===== src/hw/cpg_pkg.sv =====
// Package of constants and types for the command privilege gate
package cpg_pkg;

  localparam int unsigned CLK_HZ = 200_000_000;
  localparam int unsigned IDLE_MINUTES = 15;
  localparam longint unsigned IDLE_CYCLES = longint'(IDLE_MINUTES) * 60 * CLK_HZ;

  localparam int CMD_W = 5;
  localparam logic [7:0] CHAR_ENTER = 8'h0d;

  typedef enum logic [1:0] {
    CPG_LVL_READ = 2'b00,
    CPG_LVL_SET  = 2'b01,
    CPG_LVL_TEST = 2'b10
  } cpg_level_t;

  typedef enum logic [1:0] {
    CPG_CLASS_READ  = 2'b00,
    CPG_CLASS_SET   = 2'b01,
    CPG_CLASS_TEST  = 2'b10,
    CPG_CLASS_LEVEL = 2'b11
  } cpg_class_t;

  typedef enum logic [CMD_W-1:0] {
    CPG_CMD_CABLE_DELAY     = 5'h00,
    CPG_CMD_SHOW_OUTPUT_CFG = 5'h01,
    CPG_CMD_SHOW_ALARM_HIST = 5'h02,
    CPG_CMD_DATE            = 5'h03,
    CPG_CMD_RESTORE_DEFS    = 5'h04,
    CPG_CMD_SHOW_TRACK_HIST = 5'h05,
    CPG_CMD_SHOW_OSC_HIST   = 5'h06,
    CPG_CMD_SHOW_DST_RULES  = 5'h07,
    CPG_CMD_EVENT_OUTPUT    = 5'h08,
    CPG_CMD_PANEL_FORMAT    = 5'h09,
    CPG_CMD_FREQUENCY_OUTPUT_CMD_OUTPUT     = 5'h0a,
    CPG_CMD_SIGNAL_STRENGTH = 5'h0b,
    CPG_CMD_HELP            = 5'h0c,
    CPG_CMD_TIMECODE_OUTPUT = 5'h0d,
    CPG_CMD_POSITION        = 5'h0e,
    CPG_CMD_LOCK_TIMEOUT    = 5'h0f,
    CPG_CMD_REMOTE_SETUP    = 5'h10,
    CPG_CMD_RECEIVER_RESET  = 5'h11,
    CPG_CMD_SERIAL_SETUP    = 5'h12,
    CPG_CMD_CONFIG_LEVEL    = 5'h13,
    CPG_CMD_SHOW_STATUS     = 5'h14,
    CPG_CMD_SYNC_TIMEOUT    = 5'h15,
    CPG_CMD_TIME            = 5'h16,
    CPG_CMD_TEST_LEVEL      = 5'h17,
    CPG_CMD_SHOW_VERSION    = 5'h18
  } cpg_cmd_t;

  // Values after reset
  localparam cpg_level_t LVL_RST = CPG_LVL_READ;
  localparam cpg_cmd_t CMD_RST = CPG_CMD_SHOW_STATUS;

endpackage : cpg_pkg


===== src/hw/cpg_gate.sv =====
// Privilege level gate for the setup port command interpreter
`timescale 1ns/100ps
`default_nettype none

////////////////////////////////////////////////////////////////////////////////
// Contract
// - Reset to read level; queries only.
// - Set/test entered only from read level.
// - Set level allows queries and settings.
// - Test level allows everything except level entry commands, which are refused.
// - Fifteen idle minutes return to read level.
// - Setting commands need set or test level.
// - Defaults and receiver reset need test.
// - Tracking receiver overrides operator date.
module cpg_gate #(
  parameter longint unsigned IDLE_LIMIT = cpg_pkg::IDLE_CYCLES
) (
  input wire logic clk_i,
  input wire logic rst_i,
  input wire logic char_valid_i,
  input wire logic [7:0] char_i,
  input wire logic cmd_valid_i,
  input wire cpg_pkg::cpg_cmd_t cmd_i,
  input wire logic cmd_has_value_i,
  input wire logic level_on_i,
  input wire logic tracking_i,
  output logic run_o,
  output logic read_only_o,
  output logic refuse_o,
  output cpg_pkg::cpg_cmd_t run_cmd_o,
  output logic run_write_o,
  output cpg_pkg::cpg_level_t level_o,
  output logic timeout_o
);
  import cpg_pkg::*;

  ////////////////////////////////////////////////////////////////////////////////
  // Command classing
  // Level commands form their own class so that entry and exit stay explicit

  function automatic cpg_class_t class_of(input cpg_cmd_t c);
    cpg_class_t k;
    k = CPG_CLASS_READ;
    case (c)
      CPG_CMD_RESTORE_DEFS, CPG_CMD_RECEIVER_RESET: k = CPG_CLASS_TEST;
      CPG_CMD_CONFIG_LEVEL, CPG_CMD_TEST_LEVEL: k = CPG_CLASS_LEVEL;
      CPG_CMD_CABLE_DELAY, CPG_CMD_DATE, CPG_CMD_EVENT_OUTPUT, CPG_CMD_PANEL_FORMAT,
      CPG_CMD_FREQUENCY_OUTPUT_CMD_OUTPUT, CPG_CMD_TIMECODE_OUTPUT, CPG_CMD_POSITION,
      CPG_CMD_LOCK_TIMEOUT, CPG_CMD_REMOTE_SETUP, CPG_CMD_SERIAL_SETUP,
      CPG_CMD_SYNC_TIMEOUT, CPG_CMD_TIME: k = CPG_CLASS_SET;
      default: k = CPG_CLASS_READ;
    endcase
    return k;
  endfunction : class_of

  ////////////////////////////////////////////////////////////////////////////////
  // Level and decision

  cpg_level_t lvl_q;
  cpg_level_t lvl_d;
  logic run_q, run_d;
  logic ro_q, ro_d;
  logic ref_q, ref_d;
  logic wr_q, wr_d;
  cpg_cmd_t cmd_q, cmd_d;
  logic to_q, to_d;
  logic expired;
  cpg_class_t cls;

  // Timer only runs above the read level; any keystroke restarts it
  cpg_idle_timer #(
    .LIMIT(IDLE_LIMIT)
  ) u_idle (
    .clk_i(clk_i),
    .rst_i(rst_i),
    .run_i(lvl_q != CPG_LVL_READ),
    .restart_i(char_valid_i),
    .expired_o(expired)
  );

  always_comb begin
    cls = class_of(cmd_i);
    lvl_d = lvl_q;
    run_d = 1'b0;
    ro_d = 1'b0;
    ref_d = 1'b0;
    wr_d = 1'b0;
    cmd_d = cmd_q;
    to_d = 1'b0;
    if (cmd_valid_i) begin
      cmd_d = cmd_i;
      case (cls)
        CPG_CLASS_READ: begin
          run_d = 1'b1;
        end
        CPG_CLASS_SET: begin
          run_d = 1'b1;
          // Without privilege a setting command only reads back
          wr_d = cmd_has_value_i && (lvl_q != CPG_LVL_READ);
          // Operator date does not stick while tracking
          if (cmd_i == CPG_CMD_DATE && tracking_i) begin
            wr_d = 1'b0;
          end
          ro_d = cmd_has_value_i && !wr_d;
        end
        CPG_CLASS_TEST: begin
          run_d = (lvl_q == CPG_LVL_TEST);
          wr_d = run_d;
          ref_d = !run_d;
        end
        CPG_CLASS_LEVEL: begin
          if (!level_on_i) begin
            run_d = 1'b1;
            lvl_d = CPG_LVL_READ;
          end else if (lvl_q == CPG_LVL_READ) begin
            run_d = 1'b1;
            lvl_d = (cmd_i == CPG_CMD_TEST_LEVEL) ? CPG_LVL_TEST : CPG_LVL_SET;
          end else begin
            ref_d = 1'b1;
          end
        end
        default: ref_d = 1'b1;
      endcase
    end else if (expired && lvl_q != CPG_LVL_READ) begin
      // A late expiry after the level has already dropped is ignored
      lvl_d = CPG_LVL_READ;
      to_d = 1'b1;
    end
  end

  always_ff @(posedge clk_i) begin
    if (rst_i) begin
      lvl_q <= LVL_RST;
      run_q <= 1'b0;
      ro_q <= 1'b0;
      ref_q <= 1'b0;
      wr_q <= 1'b0;
      cmd_q <= CMD_RST;
      to_q <= 1'b0;
    end else begin
      lvl_q <= lvl_d;
      run_q <= run_d;
      ro_q <= ro_d;
      ref_q <= ref_d;
      wr_q <= wr_d;
      cmd_q <= cmd_d;
      to_q <= to_d;
    end
  end

  assign level_o = lvl_q;
  assign run_o = run_q;
  assign read_only_o = ro_q;
  assign refuse_o = ref_q;
  assign run_write_o = wr_q;
  assign run_cmd_o = cmd_q;
  assign timeout_o = to_q;

  ////////////////////////////////////////////////////////////////////////////////
  // Checks

  chk_read_no_write: assert property (@(posedge clk_i) disable iff (rst_i)
    (cmd_valid_i && lvl_q == CPG_LVL_READ) |=> !run_write_o)
    else $error("write allowed at read level");

  chk_entry_from_read: assert property (@(posedge clk_i) disable iff (rst_i)
    (lvl_q == CPG_LVL_SET && $past(lvl_q) != CPG_LVL_SET && !$past(rst_i))
      |-> $past(lvl_q) == CPG_LVL_READ && $past(cmd_valid_i))
    else $error("set level entered from wrong level");

  chk_set_writes: assert property (@(posedge clk_i) disable iff (rst_i)
    (cmd_valid_i && lvl_q == CPG_LVL_SET && cmd_has_value_i
      && cmd_i == CPG_CMD_CABLE_DELAY) |=> run_o && run_write_o)
    else $error("set level failed to write");

  chk_test_all: assert property (@(posedge clk_i) disable iff (rst_i)
    (cmd_valid_i && lvl_q == CPG_LVL_TEST && cmd_i != CPG_CMD_CONFIG_LEVEL
      && cmd_i != CPG_CMD_TEST_LEVEL) |=> run_o && !refuse_o)
    else $error("test level refused a command");

  chk_timeout_read: assert property (@(posedge clk_i) disable iff (rst_i)
    timeout_o |-> level_o == CPG_LVL_READ && $past(level_o) != CPG_LVL_READ)
    else $error("timeout without level drop");

  chk_set_cmd_gated: assert property (@(posedge clk_i) disable iff (rst_i)
    (cmd_valid_i && cmd_i == CPG_CMD_TIME && lvl_q == CPG_LVL_READ)
      ##1 1'b1 |-> run_o && !run_write_o)
    else $error("setting command wrote at read level");

  chk_test_only: assert property (@(posedge clk_i) disable iff (rst_i)
    (cmd_valid_i && cmd_i == CPG_CMD_RESTORE_DEFS && lvl_q != CPG_LVL_TEST)
      |=> refuse_o && !run_o)
    else $error("defaults ran below test level");

  chk_date_tracking: assert property (@(posedge clk_i) disable iff (rst_i)
    (cmd_valid_i && cmd_i == CPG_CMD_DATE && tracking_i) |=> !run_write_o)
    else $error("date written while tracking");

  chk_test_entry: assert property (@(posedge clk_i) disable iff (rst_i)
    (lvl_q == CPG_LVL_TEST && $past(lvl_q) != CPG_LVL_TEST && !$past(rst_i))
      |-> $past(lvl_q) == CPG_LVL_READ && $past(cmd_valid_i))
    else $error("test level entered from wrong level");

  chk_level_refused: assert property (@(posedge clk_i) disable iff (rst_i)
    (cmd_valid_i && level_on_i && lvl_q != CPG_LVL_READ
      && (cmd_i == CPG_CMD_CONFIG_LEVEL || cmd_i == CPG_CMD_TEST_LEVEL))
      |=> refuse_o && !run_o && $stable(level_o))
    else $error("level entry accepted above read level");

  chk_read_runs: assert property (@(posedge clk_i) disable iff (rst_i)
    (cmd_valid_i && cmd_i == CPG_CMD_SHOW_VERSION) |=> run_o && !refuse_o && !run_write_o)
    else $error("query not answered");

  chk_write_needs_level: assert property (@(posedge clk_i) disable iff (rst_i)
    run_write_o |-> $past(lvl_q) != CPG_LVL_READ)
    else $error("write without raised level");

  chk_refuse_alone: assert property (@(posedge clk_i) disable iff (rst_i)
    refuse_o |-> !run_o && !run_write_o && !read_only_o)
    else $error("refused command also ran");

  chk_char_restart: assert property (@(posedge clk_i) disable iff (rst_i)
    char_valid_i |=> !expired ##1 !timeout_o)
    else $error("keystroke did not restart idle timer");

endmodule : cpg_gate
`default_nettype wire


===== src/hw/cpg_idle_timer.sv =====
// Inactivity timer that flags expiry after a programmable number of cycles
`timescale 1ns/100ps
`default_nettype none

module cpg_idle_timer #(
  parameter longint unsigned LIMIT = 64'd180_000_000_000
) (
  input wire logic clk_i,
  input wire logic rst_i,
  input wire logic run_i,
  input wire logic restart_i,
  output logic expired_o
);
  import cpg_pkg::*;

  logic [39:0] cnt_q;
  logic [39:0] cnt_d;
  logic exp_q;
  logic exp_d;

  always_comb begin
    cnt_d = cnt_q;
    exp_d = 1'b0;
    if (!run_i || restart_i) begin
      cnt_d = '0;
    end else if (cnt_q >= 40'(LIMIT - 1)) begin
      cnt_d = '0;
      exp_d = 1'b1;
    end else begin
      cnt_d = cnt_q + 40'h1;
    end
  end

  always_ff @(posedge clk_i) begin
    if (rst_i) begin
      cnt_q <= '0;
      exp_q <= 1'b0;
    end else begin
      cnt_q <= cnt_d;
      exp_q <= exp_d;
    end
  end

  assign expired_o = exp_q;

endmodule : cpg_idle_timer
`default_nettype wire


===== config.mk =====
export PLATFORM = sky130hd
export DESIGN_NAME = cpg_gate
export DESIGN_NICKNAME = d
export VERILOG_FILES = /design/src/hw/cpg_pkg.sv /design/src/hw/cpg_gate.sv /design/src/hw/cpg_idle_timer.sv
export SDC_FILE = /design/constraint.sdc
export NUM_CORES = 1
export LEC_CHECK = 0
export ABC_AREA = 1
export BUFFER_PORTS_ARGS = -buffer_cell sky130_fd_sc_hd__buf_2
export CAP_MARGIN = 25
export CORE_MARGIN = 1
export CORE_UTILIZATION = 35
export CTS_BUF_LIST = sky130_fd_sc_hd__clkbuf_16
export DETAILED_ROUTE_END_ITERATION = 7
export MAX_ROUTING_LAYER = met4
export PLACE_DENSITY = 0.49
export SYNTH_ARGS = -nofsm -noshare
export SYNTH_HDL_FRONTEND = slang
export SYNTH_SLANG_ARGS = --single-unit
export TNS_END_PERCENT = 50

===== constraint.sdc =====
create_clock -name clk_i -period 2.4 [get_ports clk_i]
set_input_delay 0.36 -clock clk_i [delete_from_list [all_inputs] [get_ports clk_i]]
set_output_delay 0.36 -clock clk_i [all_outputs]
set_load 0.005 [all_outputs]

-- Yosys cells after proc, flatten, opt, wreduce, memory -nomap -nowiden
Memories as Yosys holds them, arrays and structs flattened.
Cells that the tools add are included.
- add/subtract/negate cells: 1
- magnitude comparators: 1
- eq/ne operators: 8
- mux-type cells: 18
- bitwise logic cells: 2
- reductions and logical operators: 19
- operators by type and width (cell ; number):
    40-bit by 1-bit adder with 40-bit output, second input constant ; 1
    40-bit by 38-bit >= comparator with 1-bit output, second input constant ; 1
    2-bit two-way mux ; 6
    1-bit two-way mux ; 9
    2-bit OR reduction ; 4
    2-bit equality test, second input constant ; 3
    3-bit OR reduction ; 2
    5-bit by 2-bit equality test with 1-bit output, second input constant ; 1
    5-bit equality test, second input constant ; 1
    1-bit logical AND ; 4
    2-bit logical NOT ; 2
    1-bit one-hot mux with 2 select lines ; 2
    2-bit nonzero test ; 2
    1-bit logical NOT ; 3
    3-bit by 2-bit != test with 1-bit output, second input constant ; 1
    1-bit one-hot mux with 3 select lines ; 1
    3-bit AND reduction ; 1
    2-bit by 1-bit equality test with 1-bit output, second input constant ; 1
    2-bit by 1-bit != test with 1-bit output, second input constant ; 1
    1-bit inverter ; 2
    1-bit logical OR ; 1
- flip-flop bits (word level): 53
- memory bits (read-only): 64
- bits of input ports: 20
- output and inout bits: 12
- word-level logic and storage cells: 59
- memories kept: 1
- memory list (memory ; depth ; bits a word ; rd ports ; clocked after Yosys merged registers in ; write ports ; RTL line ; source):
    (name not given) ; 32 ; 2 ; 1 ; 0 ; 0 ; cpg_gate.sv:44 ; case (c)

-- Longest topological paths before layout
Gate-level depths: netlist (run 1).
- word-level depth: 7
- gate-level depth with buffers: 12
- depth with buffers taken out: 11

-- Hierarchy
Synthesis (run 1) repeated with hierarchy kept, for this count alone.
- cell total of the unflattened synthesis: 469
- area total of the unflattened synthesis: 3015.4 µm²
- by module, submodules not included (module ; instances ; cells each ; area an instance (µm²) ; sequential area each (µm²)):
    cpg_idle_timer ; 1 ; 370 ; 2328.5 ; 820.8
    cpg_gate ; 1 ; 99 ; 686.9 ; 240.2

-- Worst setup path after synthesis (run 1)
OpenSTA, ideal clock, no wires.
- path type: in2reg
- start point: in cmd_i[1]
- end point: reg run_q (netlist: run_o)
- setup time: 0.074 ns
- data arrival time: 1.783 ns
- data required time: 2.326 ns
- slack: 0.543 ns
- stages on the path: 9
- buffers on the path: 0
- path through: inv_1 ha_1 a21oi_1 or2_2 a32oi_1 inv_1 ha_1 or2_2 a31oi_1
- longest elaborated chain between the ends: 4
- elaborated cells on any way between the ends: 7
- those cells by class: eq/ne (3); mux (1); reduce/logical (2); memory (1)
- ends and longest elaborated chain (item ; RTL line ; source):
    start, declared ; cpg_gate.sv:23 ; input wire cpg_pkg::cpg_cmd_t cmd_i,
    memory read 32 x 2 bit * ; -- ;
    2-bit by 1-bit equality test with 1-bit output or 2-bit logical NOT (tied branches) ; cpg_gate.sv:92 ; case (cls)
    2-bit OR reduction (no line) ; -- ;
    1-bit one-hot mux with 3 select lines * ; cpg_gate.sv:92 ;
    end signal, assigned ; cpg_gate.sv:142 ; run_q <= run_d;
    end, declared ; cpg_gate.sv:61 ; logic run_q, run_d;
Mark *: on every way between the ends. The rest lies on a longest branch, timed or not.
A chain may end at the register's enable or synchronous reset.

-- Worst setup path after layout (run 1)
Ends and elaborated chain as after synthesis.

==> flow_summary.json, run 1 <==
{
  "outcome": "complete, no violations",
  "nets": 507,
  "final_cell_mix": "nand2_1, nor2_1, inv_1",
  "placementRows": 33,
  "wl_mm": 7.029,
  "crit_arrival_ps": 2100,
  "antennaDiodeCount": 0,
  "vias_per_cell": 4.614,
  "reg2reg_to": "u_idle.cnt_q[23]$_SDFF_PP0_",
  "cts_resized": 0,
  "pwr-share-clk": 0.472,
  "r2r_slack_ps": 580,
  "pwr-share-comb": 0.036,
  "area_growth_pct": 12.89,
  "worstReg2RegStart": "u_idle.cnt_q[0]$_SDFF_PP0_",
  "synth.distinct_cells": 33,
  "track_usage": 0.1725,
  "num_vias": 2699,
  "grt_pass1_vias": 2558,
  "core_area_um2": 8299,
  "critPathKind": "in2reg",
  "cts_setup_buffers": 0,
  "cts_buffer_depth": 2,
  "yosys_register_bits": 53,
  "dieHeight_um": 95.17,
  "cts_tree": "yes",
  "dpl-instance-area_um2": 3257,
  "globalplace.congestion": 0.8685,
  "power.switching_uw": 393.5,
  "yosys.area.top_type": "dfxtp_1",
  "leakage_uw": 0.001254,
  "start_kind": "input pin",
  "synth-seq-area-share": 0.3493,
  "whs_ps": 295.0,
  "worst_ep_required_time_ps": 2630,
  "hp-start": "rst_i",
  "cp_max_fo": 4,
  "clock_sinks": 53,
  "first_pass_iters": 4,
  "hold_class": "in2reg",
  "pin_count": 32,
  "grt_max_degree": 26,
  "final_common_cell": "nand2_1",
  "synth_area_leaders": "dfxtp_1, nand2_1, nor2_1",
  "rsz0062_at_grt": "no",
  "vdd_drop_max_mv": 0.2793,
  "dp_hpwl_mm": 5.556,
  "grt_pass1_wl_mm": 11.76,
  "holdPathStages": 2,
  "avgSynthCellArea_um2": 6.736,
  "seq_power_share": 0.493,
  "cts-root-buf": "clkbuf_16",
  "finalHoldViolCount": 0,
  "overflow": 0,
  "antenna_found_initial": 0,
  "yosysTopAreaCellShare": 0.3493,
  "wire_per_inst_um": 12.02,
  "syn_area_um2": 3038,
  "initial_utilization": 0.3660,
  "worstSetupEndpointType": "register",
  "clk_latency_ps": 300,
  "p_sw_frac": 0.2176,
  "syn-instance-count": 451,
  "stdcell_area_um2": 3430,
  "drtAntennaViolNets": 0,
  "fp.dieArea_um2": 9056,
  "port_buffers": 23,
  "drc": 0,
  "cts_buffers": 5,
  "timing.setup.tns_ps": 0,
  "max_freq_mhz": 535.8,
  "die_x_um": 95.17,
  "fin_crit_sh": 0.7777,
  "postCtsHoldBufs": 0,
  "layout-drive-gt1-share": 0.1438,
  "first_iter_violations": 116,
  "cap_violations": 0,
  "power_density_nw_per_um2": 527.2,
  "slew_viol_final": 0,
  "reg2reg_depth": 9,
  "htreeDepth": 2,
  "p_total_uw": 1808,
  "skew_ps": 7.630,
  "ys_warn_count": 0,
  "setup_viol": 0,
  "min_period_ps": 1866,
  "path_clk_slew_ps": 80,
  "holdPathEnd": "level_o[1]$_SDFFE_PP0P_",
  "internal-power_uw": 1415
}
-- layout make-up --
class / count / area (um^2)
Fill cell: 884 / 4870
Multi-Input combinational cell: 332 / 1702
Sequential cell: 53 / 1061
Inverter: 62 / 232.7
Tap cell: 105 / 131.4
Timing Repair Buffer: 25 / 130.1
Clock buffer: 5 / 125.1
Clock inverter: 3 / 47.55
-- registers in the layout, summed over array words and instances (netlist names) --
| name | cells |
|---|---|
| level_o | 2 |
| read_only_o | 1 |
| refuse_o | 1 |
| run_cmd_o | 5 |
| run_o | 1 |
| run_write_o | 1 |
| timeout_o | 1 |
| u_idle.cnt_q | 40 |
| u_idle.expired_o | 1 |
-- critical path, cell delays in order --
cell and delay [ps]:
buf_2 110, inv_1 80, ha_1 140, a21oi_1 50
or2_2 270, a32oi_1 250, inv_1 110, ha_1 250
or2_2 300, a31oi_1 150
-- cells in the mapped netlist --
cell	number
conb_1	1
nand2_2	2
or2_2	2
buf_6	3
nand2_1	110
a21oi_2	1
nand3b_1	2
a21oi_1	5
nor3_1	7
a311oi_1	1
nand3b_2	1
a32oi_1	1
xnor2_1	12
nor2_2	21
o21a_1	1
dfxtp_1	53
inv_1	59
nor2_4	3
and3_1	3
o21ai_0	5
inv_2	3
nand3_1	21
nand4_1	11
ha_1	8
buf_2	1
nand4_2	1
a31oi_1	1
a22oi_1	3
nor2_1	88
nand3_2	2
buf_4	1
o211ai_1	1
xor2_1	17
-- cell families after synthesis --
| group | Yosys count | synth area share |
|---|---|---|
| and+or+nand+nor | 274 | 0.4016 |
| buffers and inverters | 67 | 0.09184 |
| xor gates and xnor gates | 29 | 0.08361 |
| other | 1 | 0.001234 |
| AOI/OAI and AO/OA | 19 | 0.03954 |
| DFF | 53 | 0.3493 |
| adders and majority gates | 8 | 0.03295 |
-- power groups by stage --
stage / Sequential [uW] / Combinational [uW] / Clock [uW]
5_1_grt: 892 / 75.6 / 901
3_5_place_dp: 912 / 64.5 / 0
6_report: 891 / 64.3 / 853
4_1_cts: 891 / 64.8 / 877
2_1_floorplan: 912 / 34.0 / 0
3_3_place_gp: 912 / 64.1 / 0
-- per-stage QoR --
stage          std cells  worst slack, ps    util
4_1_cts              585            527.9  0.4132
6_report             585            533.6  0.4132
3_5_place_dp         577            228.7  0.3924
2_1_floorplan        452            542.5       -
3_3_place_gp         577            268.6  0.3924
5_1_grt              585            377.4  0.4132
-- routing by layer --
metal  global-route usage  share of wire
met1               0.2251           0.51
met2               0.2744           0.44
met3              0.02791          0.034
met4              0.04798          0.012
met5                    -              0
-- how the worst max path moves through the flow --
stage / end / startpoint / slack (ps)
finish: run_o$_SDFF_PP0_ / cmd_i[1] / 530
global route: level_o[1]$_SDFFE_PP0P_ / cmd_i[1] / 380
CTS: u_idle.cnt_q[30]$_SDFF_PP0_ / u_idle.cnt_q[0]$_SDFF_PP0_ / 530
detailed placement: run_o$_SDFF_PP0_ / cmd_i[1] / 230
global placement: run_o$_SDFF_PP0_ / cmd_i[1] / 270
floorplan: run_o$_SDFF_PP0_ / cmd_i[1] / 540
(Power assumes the default switching activity.)
==> run 2: changes to the inputs <==
PLACE_DENSITY = 0.51   (was 0.49)
clock period = 1.7 ns   (was 2.4 ns; I/O delays follow)
==> run 2 against run 1 <==
- worst setup slack lost 460 ps
- critical path type is now reg2reg
- clock power rose by 18%
- flip-flop and latch count unchanged
- die area did not move
- highest routed layer unchanged
- sequential share of layout area decreased by 2.4 points
- via count grew 4.4%
- global-route usage rose by 0.83 points
==> flow_summary.json, run 2 (synthesized netlist as in run 1, its figures left out) <==
{
  "dp_hpwl_mm": 5.702,
  "pin_count": 32,
  "rsz0062_at_grt": "yes",
  "cp_max_fo": 12,
  "cap_violations": 0,
  "crit_top_cell": "nand2_2",
  "wire_per_inst_um": 12.09,
  "largest_reg_flops": 40,
  "core_area_um2": 8299,
  "p_total_uw": 2389,
  "clk_latency_ps": 290,
  "final_cell_mix": "nand2_1, nor2_1, inv_1",
  "setup_viol": 0,
  "skew_ps": 8.852,
  "leakage_uw": 0.001401,
  "nets": 536,
  "antennaDiodeCount": 0,
  "grt_pass1_wl_mm": 12.27,
  "cts_buffer_depth": 2,
  "cp-startpoint": "u_idle.cnt_q[1]$_SDFF_PP0_",
  "critical-path-top-delay-family": "simple AND/OR/NAND/NOR gates",
  "path_clk_slew_ps": 70,
  "r2r_slack_ps": 80,
  "max_stage_delay_ps": 350,
  "globalplace.congestion": 0.8621,
  "overflow": 0,
  "fp.dieArea_um2": 9056,
  "crit_arrival_ps": 1810,
  "grt_pass1_vias": 2653,
  "min_period_ps": 1623,
  "antenna_found_initial": 0,
  "finalHoldViolCount": 0,
  "timing.setup.tns_ps": 0,
  "holdPathStages": 2,
  "worst_ep_required_time_ps": 1890,
  "num_vias": 2817,
  "port_buffers": 23,
  "layout-drive-gt1-share": 0.2200,
  "regMostFlops": "u_idle.cnt_q",
  "stdcell_area_um2": 3717,
  "worstReg2RegStart": "u_idle.cnt_q[1]$_SDFF_PP0_",
  "hp-start": "rst_i",
  "wl_mm": 7.422,
  "holdPathEnd": "level_o[0]$_SDFFE_PP0P_",
  "fin_crit_sh": 0.9546,
  "outcome": "complete, no violations",
  "path_cells": "ha_2, nand2_2, nor2_4, nand2_2, inv_2, nand3_2, nand4_4, clkbuf_16, nor2_2",
  "critPathKind": "reg2reg",
  "dpl.cell_count": 603,
  "worstSetupEndpointType": "register",
  "hold_class": "in2reg",
  "crit_buf_inv": 2,
  "slew_viol_final": 0,
  "drtAntennaViolNets": 0,
  "critPathSlowestCell": "dfxtp_1",
  "final_common_cell": "nand2_1",
  "cts_buffers": 5,
  "htreeDepth": 2,
  "first_pass_iters": 4,
  "cts-root-buf": "clkbuf_16",
  "clock_sinks": 53,
  "final-instance-count-excl-fill": 614,
  "reg2reg_to": "u_idle.cnt_q[7]$_SDFF_PP0_",
  "die_x_um": 95.17,
  "initial_utilization": 0.3660,
  "start_kind": "register",
  "max_freq_mhz": 616.2,
  "drc": 0,
  "power_density_nw_per_um2": 642.6,
  "cts_tree": "yes",
  "dpl-instance-area_um2": 3480,
  "first_iter_violations": 97,
  "dieHeight_um": 95.17,
  "vias_per_cell": 4.588,
  "whs_ps": 191.2,
  "placementRows": 33,
  "grt_max_degree": 25,
  "track_usage": 0.1808,
  "area_growth_pct": 22.36,
  "reg2reg_depth": 9,
  "vdd_drop_max_mv": 0.3999
}
==> run 2: changes by cell type in the layout (fill, tap and decap cells not counted), sizes merged <==
cell	before	now
buf	25	53
bufinv	1	0
clkbuf	5	6
clkinvlp	0	2
inv	64	63
==> run 2: per-stage QoR <==
| step | utilization | worst slack [ps] |
|---|---|---|
| after floorplan | - | 15.58 |
| after global placement | 0.4193 | -182.6 |
| after CTS | 0.4366 | 25.47 |
| final | 0.4479 | 77.10 |
| after global routing | 0.4479 | -20.17 |
| after detailed placement | 0.4193 | -288.0 |
==> run 2: repair_timing <==
action,4_1_cts,5_1_grt
hold buffers,0,0
hold endpoints to repair,0,0
resized for setup,0,15
endpoints found under the setup margin,0,40
buffers inserted,0,2
==> run 2: how the worst max path moves through the flow <==
| stage | to | slack, ps | cells past startpoint |
|---|---|---|---|
| floorplan | run_o$_SDFF_PP0_ | 20 | 9 |
| global placement | run_o$_SDFF_PP0_ | -180 | 10 |
| detailed placement | level_o[1]$_SDFFE_PP0P_ | -290 | 12 |
| CTS | level_o[1]$_SDFFE_PP0P_ | 30 | 12 |
| global route | level_o[1]$_SDFFE_PP0P_ | -20 | 12 |
| finish | u_idle.cnt_q[7]$_SDFF_PP0_ | 80 | 9 |
==> run 2: cell type report <==
type / instances / area [um^2]
Clock buffer: 5 / 125.1
Clock inverter: 3 / 18.77
Fill cell: 878 / 4582
Inverter: 62 / 232.7
Multi-Input combinational cell: 332 / 1757
Sequential cell: 53 / 1062
Tap cell: 105 / 131.4
Timing Repair Buffer: 54 / 390.4
==> run 2: worst register-to-register path: cells and delay by family, from the launching register on <==
| kind | cells | cell delay (ps) |
|---|---|---|
| flip-flops | 1 | 350 |
| adder cells (fa/ha/maj) | 1 | 200 |
| AND/OR/NAND/NOR | 6 | 650 |
| buffers and inverters | 2 | 300 |
==> run 2: routing by layer <==
metal | global-route usage | up-vias | share of wire
met5 | - | - | 0
met4 | 0.05556 | 0 | 0.017
met3 | 0.03349 | 10 | 0.027
met2 | 0.2893 | 44 | 0.47
met1 | 0.2302 | 1266 | 0.48
li1 | - | 1497 | -
==> run 2: report_power, final <==
part           internal (uW)  switching, uW
combinational           57.8           61.9
clock                    542            469
sequential              1250           5.24
total                   1850            536
